File: src/rtl/rtc_map.svh
`ifndef RTC_MAP_SVH
`define RTC_MAP_SVH

// ----------------------------------------------------------------------------
// Register byte offsets
// ----------------------------------------------------------------------------
`define RTC_OFS_CTRL      8'h00
`define RTC_OFS_ACT_THR   8'h04
`define RTC_OFS_DEACT_THR 8'h08
`define RTC_OFS_ACT_DLY   8'h0C
`define RTC_OFS_DEACT_DLY 8'h10
`define RTC_OFS_MAX_RUN   8'h14
`define RTC_OFS_ALM_EN    8'h18
`define RTC_OFS_ALM_LVL   8'h1C
`define RTC_OFS_SCHED     8'h20
`define RTC_OFS_STATUS    8'h24

// ----------------------------------------------------------------------------
// Field positions
// ----------------------------------------------------------------------------
`define RTC_CTRL_PROF_LSB 0
`define RTC_CTRL_DIR_BIT  4
`define RTC_CTRL_COMB_BIT 5
`define RTC_CTRL_OP_LSB   8
`define RTC_SCHED_QUIET   0
`define RTC_SCHED_EXER    1
`define RTC_STAT_RELAY    0
`define RTC_STAT_FSM_LSB  1
`define RTC_STAT_ERR      3
`define RTC_STAT_ACT      4
`define RTC_STAT_DEACT    5
`define RTC_STAT_OP_LSB   8

// ----------------------------------------------------------------------------
// Reset values and threshold limits
// ----------------------------------------------------------------------------
`define RTC_RST_THR       16'h0000
`define RTC_RST_DLY       32'h0000_0000
`define RTC_RST_ALM       32'h0000_0000
`define RTC_MV_LO         16'h07D0
`define RTC_MV_HI         16'h0E42
`define RTC_AMP_LO        16'hEC78
`define RTC_AMP_HI        16'h1388
`define RTC_SOC_LO        16'h0001
`define RTC_SOC_HI        16'h0063

// ----------------------------------------------------------------------------
// Timing
// ----------------------------------------------------------------------------
`define RTC_CLK_MHZ       50
`define RTC_TICK_MS       1

`endif

File: src/rtl/rtc_pkg.sv
`default_nettype none
package rtc_pkg;
   typedef enum logic [2:0] {
      RTC_PROF_OFF  = 3'h0,
      RTC_PROF_VMIN = 3'h1,
      RTC_PROF_VAVG = 3'h2,
      RTC_PROF_VMAX = 3'h3,
      RTC_PROF_CURR = 3'h4,
      RTC_PROF_SOC  = 3'h5,
      RTC_PROF_ALM  = 3'h6,
      RTC_PROF_GEN  = 3'h7
   } rtc_prof_t;
   typedef enum logic [1:0] {
      RTC_OP_AUTO = 2'h0,
      RTC_OP_ON   = 2'h1,
      RTC_OP_OFF  = 2'h2
   } rtc_op_t;
   typedef enum logic [1:0] {
      RTC_ST_IDLE   = 2'h0,
      RTC_ST_ARM    = 2'h1,
      RTC_ST_ON     = 2'h3,
      RTC_ST_DISARM = 2'h2
   } rtc_st_t;
   typedef enum logic [1:0] {
      RTC_LVL_WARN  = 2'h0,
      RTC_LVL_PRE   = 2'h1,
      RTC_LVL_FAULT = 2'h2
   } rtc_lvl_t;
endpackage : rtc_pkg
`default_nettype wire

File: src/rtl/rtc_top.sv
// Implementation choices: the register addresses and register access over Avalon-MM.
`include "rtc_map.svh"
`default_nettype none
module rtc_top
   import rtc_pkg::*;
#(
   parameter int unsigned TICK_CYCLES = `RTC_TICK_MS * 1000 * `RTC_CLK_MHZ,
   parameter int unsigned DLY_W       = 24,
   parameter int unsigned NUM_ALM     = 10
) (
   input  wire logic                clk_in,
   input  wire logic                nrst_in,
   input  wire logic [7:0]          avs_address_in,
   input  wire logic                avs_read_in,
   input  wire logic                avs_write_in,
   input  wire logic [31:0]         avs_writedata_in,
   input  wire logic [3:0]          avs_byteenable_in,
   output logic      [31:0]         avs_readdata_out,
   output logic                     avs_waitrequest_out,
   input  wire logic [15:0]         cell_min_mv_in,
   input  wire logic [15:0]         cell_avg_mv_in,
   input  wire logic [15:0]         cell_max_mv_in,
   input  wire logic signed [15:0]  current_a_in,
   input  wire logic [7:0]          soc_pct_in,
   input  wire logic [NUM_ALM-1:0]  alarm_warn_in,
   input  wire logic [NUM_ALM-1:0]  alarm_prefault_in,
   input  wire logic [NUM_ALM-1:0]  alarm_fault_in,
   input  wire logic                quiet_window_in,
   input  wire logic                exercise_window_in,
   input  wire logic [1:0]          nv_opstate_in,
   output logic      [1:0]          nv_opstate_out,
   output logic                     relay_out
);

   // -------------------------------------------------------------------------
   // Reset synchroniser
   // -------------------------------------------------------------------------
   logic rst_s1_r;
   logic rst_n;

   always_ff @(posedge clk_in or negedge nrst_in) begin
      if (!nrst_in) begin
         rst_s1_r <= 1'b0;
         rst_n    <= 1'b0;
      end else begin
         rst_s1_r <= 1'b1;
         rst_n    <= rst_s1_r;
      end
   end

   // -------------------------------------------------------------------------
   // Millisecond tick
   // -------------------------------------------------------------------------
   localparam int unsigned TICK_W = $clog2(TICK_CYCLES + 1);
   logic [TICK_W-1:0] tick_cnt_r;
   logic              tick;

   assign tick = (tick_cnt_r == TICK_W'(TICK_CYCLES - 1));

   always_ff @(posedge clk_in or negedge rst_n) begin
      if (!rst_n) begin
         tick_cnt_r <= '0;
      end else if (tick) begin
         tick_cnt_r <= '0;
      end else begin
         tick_cnt_r <= tick_cnt_r + TICK_W'(1);
      end
   end

   // -------------------------------------------------------------------------
   // Register storage
   // -------------------------------------------------------------------------
   rtc_prof_t            prof_r;
   rtc_op_t              op_r;
   rtc_st_t              st_r;
   rtc_st_t              st_nxt;
   logic                 dir_r;
   logic                 comb_r;
   logic signed [15:0]   act_thr_r;
   logic signed [15:0]   deact_thr_r;
   logic [DLY_W-1:0]     act_dly_r;
   logic [DLY_W-1:0]     deact_dly_r;
   logic [DLY_W-1:0]     max_run_r;
   logic [NUM_ALM-1:0]   alm_en_r;
   logic [2*NUM_ALM-1:0] alm_lvl_r;
   logic                 quiet_en_r;
   logic                 exer_en_r;
   logic                 err_r;
   logic                 loaded_r;
   logic                 act_cond;
   logic                 deact_cond;

   logic        wr_acc;
   logic        rd_first;
   logic [31:0] wd;
   logic [31:0] old_word;
   logic [31:0] rd_nxt;
   logic        thr_bad;

   function automatic logic [31:0] rtc_merge(input logic [31:0] old,
                                              input logic [31:0] data,
                                              input logic [3:0]  be);
      logic [31:0] res;
      res = old;
      for (int i = 0; i < 4; i++) begin
         if (be[i]) begin
            res[8*i +: 8] = data[8*i +: 8];
         end
      end
      return res;
   endfunction : rtc_merge

   // Thresholds out of range for the current profile are refused; the reset value and later profile changes are not checked.
   function automatic logic rtc_thr_ok(input rtc_prof_t p, input logic signed [15:0] v);
      logic ok;
      ok = 1'b1;
      case (p)
         RTC_PROF_VMIN, RTC_PROF_VAVG, RTC_PROF_VMAX: begin
            ok = (v >= $signed(`RTC_MV_LO)) && (v <= $signed(`RTC_MV_HI));
         end
         RTC_PROF_CURR: begin
            ok = (v >= $signed(`RTC_AMP_LO)) && (v <= $signed(`RTC_AMP_HI));
         end
         RTC_PROF_SOC, RTC_PROF_GEN: begin
            ok = (v >= $signed(`RTC_SOC_LO)) && (v <= $signed(`RTC_SOC_HI));
         end
         default: begin
            ok = 1'b1;
         end
      endcase
      return ok;
   endfunction : rtc_thr_ok

   // -------------------------------------------------------------------------
   // Avalon slave handshake
   // -------------------------------------------------------------------------
   // One wait state: the first request cycle latches read data, the second
   // cycle lowers waitrequest, so read data is stable when the master samples.
   assign wr_acc   = avs_write_in & ~avs_waitrequest_out;
   assign rd_first = avs_read_in & avs_waitrequest_out;

   always_comb begin
      old_word = 32'h0000_0000;
      case (avs_address_in)
         `RTC_OFS_ACT_THR:   old_word = {16'h0000, act_thr_r};
         `RTC_OFS_DEACT_THR: old_word = {16'h0000, deact_thr_r};
         default:            old_word = 32'h0000_0000;
      endcase
      wd = rtc_merge(old_word, avs_writedata_in, avs_byteenable_in);
      thr_bad = wr_acc && !rtc_thr_ok(prof_r, wd[15:0])
                && ((avs_address_in == `RTC_OFS_ACT_THR)
                 || (avs_address_in == `RTC_OFS_DEACT_THR));
   end

   always_ff @(posedge clk_in or negedge rst_n) begin
      if (!rst_n) begin
         avs_waitrequest_out <= 1'b1;
      end else begin
         avs_waitrequest_out <= ~((avs_read_in | avs_write_in) & avs_waitrequest_out);
      end
   end

   always_comb begin
      rd_nxt = 32'h0000_0000;
      case (avs_address_in)
         `RTC_OFS_CTRL: begin
            rd_nxt[`RTC_CTRL_PROF_LSB +: 3] = prof_r;
            rd_nxt[`RTC_CTRL_DIR_BIT]       = dir_r;
            rd_nxt[`RTC_CTRL_COMB_BIT]      = comb_r;
            rd_nxt[`RTC_CTRL_OP_LSB +: 2]   = op_r;
         end
         `RTC_OFS_ACT_THR:   rd_nxt = {{16{act_thr_r[15]}}, act_thr_r};
         `RTC_OFS_DEACT_THR: rd_nxt = {{16{deact_thr_r[15]}}, deact_thr_r};
         `RTC_OFS_ACT_DLY:   rd_nxt[DLY_W-1:0] = act_dly_r;
         `RTC_OFS_DEACT_DLY: rd_nxt[DLY_W-1:0] = deact_dly_r;
         `RTC_OFS_MAX_RUN:   rd_nxt[DLY_W-1:0] = max_run_r;
         `RTC_OFS_ALM_EN:    rd_nxt[NUM_ALM-1:0] = alm_en_r;
         `RTC_OFS_ALM_LVL:   rd_nxt[2*NUM_ALM-1:0] = alm_lvl_r;
         `RTC_OFS_SCHED: begin
            rd_nxt[`RTC_SCHED_QUIET] = quiet_en_r;
            rd_nxt[`RTC_SCHED_EXER]  = exer_en_r;
         end
         `RTC_OFS_STATUS: begin
            rd_nxt[`RTC_STAT_RELAY]         = relay_out;
            rd_nxt[`RTC_STAT_FSM_LSB +: 2]  = st_r;
            rd_nxt[`RTC_STAT_ERR]           = err_r;
            rd_nxt[`RTC_STAT_ACT]           = act_cond;
            rd_nxt[`RTC_STAT_DEACT]         = deact_cond;
            rd_nxt[`RTC_STAT_OP_LSB +: 2]   = op_r;
         end
         default: rd_nxt = 32'h0000_0000;
      endcase
   end

   always_ff @(posedge clk_in or negedge rst_n) begin
      if (!rst_n) begin
         avs_readdata_out <= 32'h0000_0000;
      end else if (rd_first) begin
         avs_readdata_out <= rd_nxt;
      end
   end

   // -------------------------------------------------------------------------
   // Configuration registers
   // -------------------------------------------------------------------------
   always_ff @(posedge clk_in or negedge rst_n) begin
      if (!rst_n) begin
         prof_r      <= RTC_PROF_OFF;
         dir_r       <= 1'b0;
         comb_r      <= 1'b0;
         act_thr_r   <= `RTC_RST_THR;
         deact_thr_r <= `RTC_RST_THR;
         act_dly_r   <= DLY_W'(`RTC_RST_DLY);
         deact_dly_r <= DLY_W'(`RTC_RST_DLY);
         max_run_r   <= DLY_W'(`RTC_RST_DLY);
         alm_en_r    <= NUM_ALM'(`RTC_RST_ALM);
         alm_lvl_r   <= (2*NUM_ALM)'(`RTC_RST_ALM);
         quiet_en_r  <= 1'b0;
         exer_en_r   <= 1'b0;
      end else if (wr_acc) begin
         case (avs_address_in)
            `RTC_OFS_CTRL: begin
               if (avs_byteenable_in[0]) begin
                  prof_r <= rtc_prof_t'(avs_writedata_in[`RTC_CTRL_PROF_LSB +: 3]);
                  dir_r  <= avs_writedata_in[`RTC_CTRL_DIR_BIT];
                  comb_r <= avs_writedata_in[`RTC_CTRL_COMB_BIT];
               end
            end
            `RTC_OFS_ACT_THR: begin
               if (!thr_bad) begin
                  act_thr_r <= wd[15:0];
               end
            end
            `RTC_OFS_DEACT_THR: begin
               if (!thr_bad) begin
                  deact_thr_r <= wd[15:0];
               end
            end
            `RTC_OFS_ACT_DLY: begin
               act_dly_r <= DLY_W'(rtc_merge(32'(act_dly_r), avs_writedata_in,
                                             avs_byteenable_in));
            end
            `RTC_OFS_DEACT_DLY: begin
               deact_dly_r <= DLY_W'(rtc_merge(32'(deact_dly_r), avs_writedata_in,
                                               avs_byteenable_in));
            end
            `RTC_OFS_MAX_RUN: begin
               max_run_r <= DLY_W'(rtc_merge(32'(max_run_r), avs_writedata_in,
                                             avs_byteenable_in));
            end
            `RTC_OFS_ALM_EN: begin
               alm_en_r <= NUM_ALM'(rtc_merge(32'(alm_en_r), avs_writedata_in,
                                              avs_byteenable_in));
            end
            `RTC_OFS_ALM_LVL: begin
               alm_lvl_r <= (2*NUM_ALM)'(rtc_merge(32'(alm_lvl_r), avs_writedata_in,
                                                   avs_byteenable_in));
            end
            `RTC_OFS_SCHED: begin
               if (avs_byteenable_in[0]) begin
                  quiet_en_r <= avs_writedata_in[`RTC_SCHED_QUIET];
                  exer_en_r  <= avs_writedata_in[`RTC_SCHED_EXER];
               end
            end
            default: begin
            end
         endcase
      end
   end

   // Sticky range error; a new refusal in the clearing cycle keeps it set.
   always_ff @(posedge clk_in or negedge rst_n) begin
      if (!rst_n) begin
         err_r <= 1'b0;
      end else if (thr_bad) begin
         err_r <= 1'b1;
      end else if (wr_acc && (avs_address_in == `RTC_OFS_STATUS)
                   && avs_byteenable_in[0] && avs_writedata_in[`RTC_STAT_ERR]) begin
         err_r <= 1'b0;
      end
   end

   // -------------------------------------------------------------------------
   // Operating state with retention
   // -------------------------------------------------------------------------
   // The retained copy is taken once, in the first cycle after reset release,
   // and mirrored out one clock later, so the outside store holds the current choice.
   always_ff @(posedge clk_in or negedge rst_n) begin
      if (!rst_n) begin
         op_r     <= RTC_OP_AUTO;
         loaded_r <= 1'b0;
      end else if (!loaded_r) begin
         loaded_r <= 1'b1;
         if (nv_opstate_in != 2'h3) begin
            op_r <= rtc_op_t'(nv_opstate_in);
         end
      end else if (wr_acc && (avs_address_in == `RTC_OFS_CTRL) && avs_byteenable_in[1]
                   && (avs_writedata_in[`RTC_CTRL_OP_LSB +: 2] != 2'h3)) begin
         op_r <= rtc_op_t'(avs_writedata_in[`RTC_CTRL_OP_LSB +: 2]);
      end
   end

   always_ff @(posedge clk_in or negedge rst_n) begin
      if (!rst_n) begin
         nv_opstate_out <= 2'h0;
      end else begin
         nv_opstate_out <= op_r;
      end
   end

   // -------------------------------------------------------------------------
   // Trigger source and comparison
   // -------------------------------------------------------------------------
   logic signed [17:0]  src;
   logic signed [17:0]  act_x;
   logic signed [17:0]  deact_x;
   logic [NUM_ALM-1:0]  alm_hit;
   logic                alm_cond;
   logic                num_act;
   logic                num_deact;
   logic                gen;
   logic                quiet;
   logic                exer;

   always_comb begin
      case (prof_r)
         RTC_PROF_VMIN: src = {2'h0, cell_min_mv_in};
         RTC_PROF_VAVG: src = {2'h0, cell_avg_mv_in};
         RTC_PROF_VMAX: src = {2'h0, cell_max_mv_in};
         RTC_PROF_CURR: src = 18'(current_a_in);
         RTC_PROF_SOC:  src = {10'h000, soc_pct_in};
         RTC_PROF_GEN:  src = {10'h000, soc_pct_in};
         default:       src = 18'h00000;
      endcase
   end

   assign act_x   = 18'(act_thr_r);
   assign deact_x = 18'(deact_thr_r);

   // Deactivation uses the opposite sense so the two thresholds form a band.
   assign num_act   = dir_r ? (src > act_x) : (src < act_x);
   assign num_deact = dir_r ? (src < deact_x) : (src > deact_x);

   always_comb begin
      alm_hit = '0;
      for (int i = 0; i < NUM_ALM; i++) begin
         case (rtc_lvl_t'(alm_lvl_r[2*i +: 2]))
            RTC_LVL_WARN:  alm_hit[i] = alarm_warn_in[i];
            RTC_LVL_PRE:   alm_hit[i] = alarm_prefault_in[i];
            RTC_LVL_FAULT: alm_hit[i] = alarm_fault_in[i];
            default:       alm_hit[i] = alarm_fault_in[i];
         endcase
      end
      alm_hit = alm_hit & alm_en_r;
      alm_cond = comb_r ? ((alm_en_r != '0) && (alm_hit == alm_en_r))
                        : (alm_hit != '0);
   end

   assign act_cond   = (prof_r == RTC_PROF_ALM) ? alm_cond : num_act;
   assign deact_cond = (prof_r == RTC_PROF_ALM) ? ~alm_cond : num_deact;

   assign gen   = (prof_r == RTC_PROF_GEN);
   assign quiet = gen & quiet_en_r & quiet_window_in;
   assign exer  = gen & exer_en_r & exercise_window_in;

   // -------------------------------------------------------------------------
   // Automatic sequencer
   // -------------------------------------------------------------------------
   logic [DLY_W-1:0] dly_cnt_r;
   logic [DLY_W-1:0] run_cnt_r;
   logic             run_exp;
   logic             on_st;

   assign on_st   = (st_r == RTC_ST_ON) || (st_r == RTC_ST_DISARM);
   assign run_exp = gen && (max_run_r != '0) && (run_cnt_r >= max_run_r);

   always_comb begin
      st_nxt = st_r;
      if ((prof_r == RTC_PROF_OFF) || (op_r != RTC_OP_AUTO) || exer) begin
         st_nxt = RTC_ST_IDLE;
      end else begin
         case (st_r)
            RTC_ST_IDLE: begin
               if (act_cond && !quiet) st_nxt = RTC_ST_ARM;
            end
            RTC_ST_ARM: begin
               if (!act_cond || quiet) st_nxt = RTC_ST_IDLE;
               else if (dly_cnt_r >= act_dly_r) st_nxt = RTC_ST_ON;
            end
            RTC_ST_ON: begin
               if (run_exp) st_nxt = RTC_ST_IDLE;
               else if (deact_cond) st_nxt = RTC_ST_DISARM;
            end
            RTC_ST_DISARM: begin
               if (run_exp) st_nxt = RTC_ST_IDLE;
               else if (!deact_cond) st_nxt = RTC_ST_ON;
               else if (dly_cnt_r >= deact_dly_r) st_nxt = RTC_ST_IDLE;
            end
            default: st_nxt = RTC_ST_IDLE;
         endcase
      end
   end

   always_ff @(posedge clk_in or negedge rst_n) begin
      if (!rst_n) begin
         st_r <= RTC_ST_IDLE;
      end else begin
         st_r <= st_nxt;
      end
   end

   // Delays count whole ticks, so a delay of N ends after N-1 to N ticks.
   always_ff @(posedge clk_in or negedge rst_n) begin
      if (!rst_n) begin
         dly_cnt_r <= '0;
      end else if (st_nxt != st_r) begin
         dly_cnt_r <= '0;
      end else if (tick && (dly_cnt_r != '1)) begin
         dly_cnt_r <= dly_cnt_r + DLY_W'(1);
      end
   end

   always_ff @(posedge clk_in or negedge rst_n) begin
      if (!rst_n) begin
         run_cnt_r <= '0;
      end else if (!on_st || (st_nxt == RTC_ST_IDLE)) begin
         run_cnt_r <= '0;
      end else if (tick && (run_cnt_r != '1)) begin
         run_cnt_r <= run_cnt_r + DLY_W'(1);
      end
   end

   // -------------------------------------------------------------------------
   // Relay drive
   // -------------------------------------------------------------------------
   always_ff @(posedge clk_in or negedge rst_n) begin
      if (!rst_n) begin
         relay_out <= 1'b0;
      end else if (op_r == RTC_OP_ON) begin
         relay_out <= 1'b1;
      end else if (op_r == RTC_OP_OFF) begin
         relay_out <= 1'b0;
      end else if (prof_r == RTC_PROF_OFF) begin
         relay_out <= 1'b0;
      end else if (exer) begin
         relay_out <= 1'b1;
      end else begin
         relay_out <= (st_nxt == RTC_ST_ON) || (st_nxt == RTC_ST_DISARM);
      end
   end

endmodule : rtc_top
`default_nettype wire

File: config.mk
export PLATFORM = sky130hd
export DESIGN_NAME = rtc_top
export DESIGN_NICKNAME = d
export VERILOG_FILES = /design/src/rtl/rtc_pkg.sv /design/src/rtl/rtc_top.sv
export VERILOG_INCLUDE_DIRS = /design/src /design/src/rtl
export SDC_FILE = /design/constraint.sdc
export NUM_CORES = 1
export LEC_CHECK = 0
export BUFFER_PORTS_ARGS = -buffer_cell sky130_fd_sc_hd__buf_2
export CAP_MARGIN = 20
export CORE_MARGIN = 2
export CORE_UTILIZATION = 60
export DETAILED_ROUTE_END_ITERATION = 12
export PLACE_DENSITY = 0.81
export SLEW_MARGIN = 20
export SYNTH_ARGS = -nofsm -noshare
export SYNTH_HDL_FRONTEND = slang
export SYNTH_SLANG_ARGS = --single-unit
File: constraint.sdc
create_clock -name clk_in -period 18.3 [get_ports clk_in]
set_input_delay 1.83 -clock clk_in [delete_from_list [all_inputs] [get_ports clk_in]]
set_output_delay 1.83 -clock clk_in [all_outputs]
set_load 0.01 [all_outputs]
; ---- Word-level counts from Yosys, hierarchy flattened
; Cells that the tools add are included.
[word_totals]
reg_bits = 249
input_bits = 154
out_inout_bits = 36
elab_cells = 229
[op_classes]
add_sub_neg = 3
n_lt_le_gt_ge = 13
eq_ne = 41
mux = 53
n_bitwise = 13
reduce_logical = 72
[op_table]
columns = cell, n
row1 = two-way mux 24 bit, 4
row2 = one-hot mux 18 bit (5 select lines), 1
row3 = greater-or-equal comparator 24 bit, 3
row4 = one-hot mux 10 bit (6 select lines), 1
row5 = AND reduction 3 bit, 18
row6 = "adder 24 x 1 -> 24 bit, second input constant", 2
row7 = "!= test 24 bit, second input constant", 2
row8 = > comparator 18 x 16 -> 1 bit, 2
row9 = less-than comparator 18 x 16 -> 1 bit, 2
row10 = "equality test 8 x 5 -> 1 bit, second input constant", 4
row11 = one-hot mux 16 bit (2 select lines), 1
row12 = "equality test 2 x 1 -> 1 bit, second input constant", 12
row13 = zero test 2 bit, 12
row14 = two-way mux 2 bit, 12
row15 = nonzero test 24 bit, 1
row16 = one-hot mux 1 bit (2 select lines), 10
row17 = one-hot mux 2 bit (10 select lines), 1
row18 = one-hot mux 4 bit (5 select lines), 1
row19 = nonzero test 10 bit, 2
row20 = one-hot mux 2 bit (9 select lines), 1
row21 = logical AND 1 bit, 17
row22 = "adder 16 x 1 -> 16 bit, second input constant", 1
row23 = "equality test 16 bit, second input constant", 1
row24 = "equality test 8 x 4 -> 1 bit, second input constant", 2
row25 = other kinds (38), 82

; ---- Longest topological paths before layout
[depth]
depth_word = 18
mapped_depth = 17
depth_no_buf = 13

; ---- Least setup slack after synthesis
; Ideal clock, no wire load.
[synth_path]
kind = input port to flip-flop
from = in cell_max_mv_in[4]
to = reg st_r[1]
setup_time_ns = 0.140
arrival_ns = 4.502
required_time_ns = 18.160
setup_slack_ns = 13.658
cell_stages = 14
path_buffers = 2
cell_sequence = mux2_2 a221oi_1 a21oi_1 ha_1 a21oi_1 a21boi_0 o31ai_1 a31oi_1 mux2_2 o211ai_1 and2_1 clkbuf_1 clkbuf_1 o31ai_1
[synth_via]
elab_chain_len = 9
elab_cells_between_ends = 20
cone_classes = order compare: 4 / mux: 13 / reduce/logical: 3
[synth_lines]
columns = element, line
row1 = from (decl), rtc_top.sv:22  ; input wire logic [15:0] cell_max_mv_in,
row2 = one-hot mux 18 bit (5 select lines) (*), rtc_top.sv:326  ; case (prof_r)
row3 = less-than comparator 18 x 16 -> 1 bit or > comparator 18 x 16 -> 1 bit (tied branches), rtc_top.sv:341  ; assign num_act = dir_r ? (src > act_x) : (src < act_x);
row4 = two-way mux 1 bit, rtc_top.sv:341
row5 = two-way mux 1 bit, rtc_top.sv:359  ; assign act_cond = (prof_r == RTC_PROF_ALM) ? alm_cond : num_act;
row6 = zero test 1 bit, rtc_top.sv:387  ; if (!act_cond || quiet) st_nxt = RTC_ST_IDLE;
row7 = logical OR 1 bit, rtc_top.sv:387
row8 = two-way mux 2 bit, rtc_top.sv:387
row9 = one-hot mux 2 bit (4 select lines) (*), rtc_top.sv:382  ; case (st_r)
row10 = two-way mux 2 bit (*), rtc_top.sv:379  ; if ((prof_r == RTC_PROF_OFF) || (op_r != RTC_OP_AUTO) || exer) begin
row11 = named net st_nxt[1], rtc_top.sv:76  ; rtc_st_t st_nxt;
row12 = to (signal assigned), rtc_top.sv:408  ; st_r <= st_nxt;
row13 = to (decl), rtc_top.sv:75  ; rtc_st_t st_r;
; Mark *: on every way through the listed nets, which the timed path passes. The rest lies on a longest branch.
; A chain may end at the register's enable or synchronous reset.

; ---- Worst setup path after layout
[layout_path]
from = in cell_max_mv_in[4]
to = reg dly_cnt_r[5]
[layout_via]
elab_chain_len = 11
elab_cells_between_ends = 23
cone_classes = order compare: 4 / eq/ne: 1 / mux: 14 / reduce/logical: 4
[layout_lines]
columns = element, line
row1 = one-hot mux 18 bit (5 select lines) (*), rtc_top.sv:326
row2 = less-than comparator 18 x 16 -> 1 bit or > comparator 18 x 16 -> 1 bit (tied branches), rtc_top.sv:341
row3 = two-way mux 1 bit, rtc_top.sv:341
row4 = two-way mux 1 bit, rtc_top.sv:359
row5 = zero test 1 bit, rtc_top.sv:387
row6 = logical OR 1 bit, rtc_top.sv:387
row7 = two-way mux 2 bit, rtc_top.sv:387
row8 = one-hot mux 2 bit (4 select lines) (*), rtc_top.sv:382
row9 = two-way mux 2 bit (*), rtc_top.sv:379
row10 = != test 2 bit (*), rtc_top.sv:416  ; end else if (st_nxt != st_r) begin
row11 = two-way mux 24 bit or nonzero test 2 bit (tied branches), -
row12 = to (signal assigned), rtc_top.sv:419  ; dly_cnt_r <= dly_cnt_r + DLY_W'(1);
row13 = to (decl), rtc_top.sv:369  ; logic [DLY_W-1:0] dly_cnt_r;
; Every way passes the cells marked *; elsewhere a longest branch is shown, timed or not.

==> run_results.csv <==
group,metric,value,unit
status,status,"completed",
yosys,muxShareOfSynthArea,0.122,
clock_network,cts_tree,"done",
drt,dr.pass1.iters,6,
pwr,clkPwrFrac,0.476,
setup_path,startpoint,"cell_max_mv_in[4]",
yosys,synthCells,1608,
clock_network,numCtsBuffers,26,
yosys,ys_types,72,
setup_path,worstPathRequired,18.67,ns
sta,slew_headroom,0.303,
hold_path,hp-class,"reg -> reg",
cells_and_area,multi_input_area,8780,µm²
yosys,synth_edf_count,0,
yosys,ys_seq_area_frac,0.388,
pwr,combPwrFrac,0.089,
drt,routed_wl,46700,µm
pwr,power.density,72.9,nW/µm²
die,die_w,165,µm
cells_and_area,area_growth,13.9,%
grt,grt_usage,0.344,
yosys,synthSimpleGateAreaFrac,0.149,
die,rows,59,
cells_and_area,final_nets,2020,
sta,fin_tns_setup,0,ns
hold_path,hold_depth,0,
pwr,power_leakage,7.91,nW
die,ioPinCount,190,
sta,drv_slew,0,
yosys,yosysWarnings,0,
sta,fin_crit,5.21,ns
die,dieHeight,165,µm
yosys,synth_top_family_by_area,"compound AO/OA/AOI/OAI gates",
grt,grt_pass1_vias,13569,
yosys,synth-xor-area-share,0.0326,
clock_network,htreeDepth,1,
sta,fmax,192,MHz
setup_path,rr_endpoint,"dly_cnt_r[5]$_DFFE_PN0P_",
pwr,p_total,1.29,mW
setup_path,ff2ff_setup_slack,13.32,ns
setup_path,critPathMaxFanout,24,
placement,dpl_worst_slack,12.70,ns
setup_path,cpPeakStageDelay,0.89,ns
drt,viasPerCell,6.63,
die,die_area,27300,µm²
die,core_area,25800,µm²
placement,place_congestion,0.957,
clock_network,hold_buffers,0,
setup_path,r2r_cells,13,
clock_network,cts.repair.resized,0,
placement,dp_cells,2064,
setup_path,crit_path_end_kind,"flip-flop",
sta,fin_crit_sh,0.285,
grt,antenna_found_initial,1,
setup_path,critPathArrivalTime,5.58,ns
drt,drc_errors,0,
yosys,synth_seq_cells,242,
clock_network,cts_sinks,242,
grt,grt-ovfl-total,0,
drt,avgRoutedWirePerCell,22.1,µm
die,initial_core_util,0.605,
sta,setup_violations,0,
cells_and_area,postLayoutCellArea,17800,µm²
cells_and_area,drive_above_1_share,0.232,
setup_path,timing.rr.start,"prof_r[1]$_DFFE_PN0P_",
placement,io_buffers,180,
setup_path,worstPathCellList,"buf_2 > mux2_2 > a221oi_1 > a21oi_1 > ha_1 > a21oi_1 > a21boi_0 > o31ai_1 > a31oi_1 > mux2_2 > o211ai_1 > o31a_1 > o32ai_1",
pwr,max-vdd-ir-drop,76.6,µV
cells_and_area,stdcell_count,2112,
clock_network,cts_setup_buffers,0,
placement,dp_hpwl,34000,µm
setup_path,start_kind,"input pin",
pwr,pwr-share-seq,0.435,
yosys,synth_compound_area_frac,0.170,
sta,skew,0.0164,ns
grt,grt_pass1_wl,73100,µm
sta,tightest_slew,1.04,ns
cells_and_area,regArea,6060,µm²
pwr,swShare,0.240,
sta,finalHoldViolCount,0,
yosys,synth_adder_area_share,0.0875,
setup_path,critPathCapture,"dly_cnt_r[5]$_DFFE_PN0P_",
placement,post_dp_cell_area,16700,µm²
grt,grt_start_max_net_pins,168,
run,cap_violations,0,
yosys,syn_avg_cell_area,9.70,µm²
yosys,ys.flop_type,"dfrtp_1",
pwr,p_switching,0.310,mW
clock_network,clk_root_buffer_cell,"clkbuf_16",
pwr,p_int,0.983,mW
clock_network,clk_pin_slew,0.06,ns
clock_network,clockBufferDepth,3,
sta,fin_ws,13.09,ns
setup_path,critPathSlowestCell,"o31a_1",
sta,rsz0062_at_grt,"no",
drt,drt_iter0_drc,1782,
yosys,synthArstFlopShare,1.00,
clock_network,clkLatencyLatePin,0.54,ns
yosys,synth_area,15600,µm²
drt,vias,13997,
cells_and_area,fillCellCount,1968,
setup_path,crit_type,"in -> reg",
drt,drt.antenna.violating_nets,0,
[worst min path at each step]
stage	startpoint	end	slack, ns
final	rst_s1_r$_DFF_PN0_	rst_n$_DFF_PN0_	0.35
after global routing	rst_s1_r$_DFF_PN0_	rst_n$_DFF_PN0_	0.36
after CTS	rst_s1_r$_DFF_PN0_	rst_n$_DFF_PN0_	0.35
after detailed placement	rst_s1_r$_DFF_PN0_	rst_n$_DFF_PN0_	0.34
after global placement	rst_s1_r$_DFF_PN0_	rst_n$_DFF_PN0_	0.34
after floorplan	rst_s1_r$_DFF_PN0_	rst_n$_DFF_PN0_	0.33
[power groups by stage]
stage,Clock (mW),Sequential [mW],Combinational (mW)
after floorplan,0,0.575,0.0567
after global placement,0,0.572,0.109
after detailed placement,0,0.572,0.112
after CTS,0.616,0.562,0.113
after global routing,0.640,0.564,0.126
final,0.615,0.563,0.115
[metal layers]
metal | share of wire | wire [µm] | global-route usage | vias up
met5 | 0 | 0 | 0 | -
met4 | 0.043 | 2020 | 0.138 | 0
met3 | 0.10 | 4860 | 0.0702 | 158
met2 | 0.45 | 21100 | 0.537 | 796
met1 | 0.40 | 18700 | 0.470 | 6801
li1 | - | - | - | 6242
[cell usage after synthesis (all sizes together) (7+ instances only)]
library cell / number / area share
inv: 122 / 0.029
clkbuf: 59 / 0.014
o22ai: 17 / 0.0068
xnor2: 26 / 0.015
mux2i: 17 / 0.011
a31oi: 23 / 0.0092
and2: 9 / 0.0036
buf: 16 / 0.0067
a221oi: 24 / 0.013
xor2: 32 / 0.018
nand4: 37 / 0.015
ha: 109 / 0.087
mux2: 148 / 0.11
o2111ai: 7 / 0.0039
a211oi: 17 / 0.0082
nor3: 22 / 0.0074
dfrtp: 241 / 0.39
a22oi: 51 / 0.025
o211ai: 10 / 0.0048
nand3: 44 / 0.014
o21ai: 52 / 0.017
or3: 35 / 0.014
nor2: 110 / 0.027
o31ai: 9 / 0.0043
nor2b: 17 / 0.0068
nand2b: 16 / 0.0064
o32ai: 25 / 0.014
nand2: 120 / 0.029
a22o: 14 / 0.0079
a21oi: 60 / 0.019
and3: 14 / 0.0056
a21o: 13 / 0.0063
nor4: 16 / 0.0068
nand3b: 11 / 0.0053
[cells in the final DEF, fill, tap and decap left out, types with 8 or more instances in the layout]
master,count
mux2_4,16
buf_2,180
and3_1,14
a22o_1,14
a31oi_1,23
nand2_1,120
o21ai_0,45
a221oi_1,24
nand2b_1,16
xnor2_1,26
nand4_1,37
nor3_1,18
mux2i_1,17
a22oi_1,50
clkbuf_16,27
or3_1,34
a211oi_1,17
nand3b_1,11
and2_1,8
nor4_1,15
nor2_1,107
a21o_1,13
dfrtp_1,240
mux2_2,132
xor2_1,32
nand3_1,44
o31ai_1,9
o22ai_1,17
ha_1,109
a21oi_1,60
o32ai_1,25
o211ai_1,10
nor2b_1,17
inv_1,122
buf_4,14
[worst max-delay path, delay by kind of cell]
| family | cells | cell delay, ns |
|---|---|---|
| multiplexers | 2 | 0.59 |
| buffers and inverters | 1 | 0.09 |
| adder cells (fa/ha/maj) | 1 | 0.34 |
| AO/OA/AOI/OAI | 9 | 2.71 |
[stage by stage]
stage,hold WS [ns],utilization
2_1_floorplan,0.331,-
3_3_place_gp,0.339,0.650
3_5_place_dp,0.340,0.650
4_1_cts,0.353,0.689
5_1_grt,0.364,0.689
6_report,0.351,0.689
[sequential cells by signal, summed over array words and instances, names as in the netlist, 20 cells and up]
name	count
alm_lvl_r	20
avs_readdata_out	25
deact_dly_r	24
act_dly_r	24
run_cnt_r	24
dly_cnt_r	24
max_run_r	24
[area by class of cell]
| type | instances | share of cell area |
|---|---|---|
| clock buffers | 36 | 0.0433 |
| well taps | 335 | 0.0236 |
| repair buffers | 195 | 0.0578 |
| inverters | 123 | 0.0260 |
| diodes | 1 | 0.000141 |
| flip-flops and latches | 242 | 0.341 |
| clock inverters | 11 | 0.0132 |
| multi-input cells | 1169 | 0.495 |
[cells by family (layout without fill, tap and decap cells)]
| logic type | after synthesis | in the layout |
|---|---|---|
| AND/OR/NAND/NOR | 468 | 468 |
| AO/OA/AOI/OAI | 367 | 367 |
| flip-flops | 242 | 242 |
| buffers and inverters | 198 | 365 |
| multiplexers | 165 | 165 |
| adder cells (fa/ha/maj) | 109 | 109 |
| XOR/XNOR | 58 | 58 |
| other | 1 | 3 |
(Power assumes the default switching activity.)
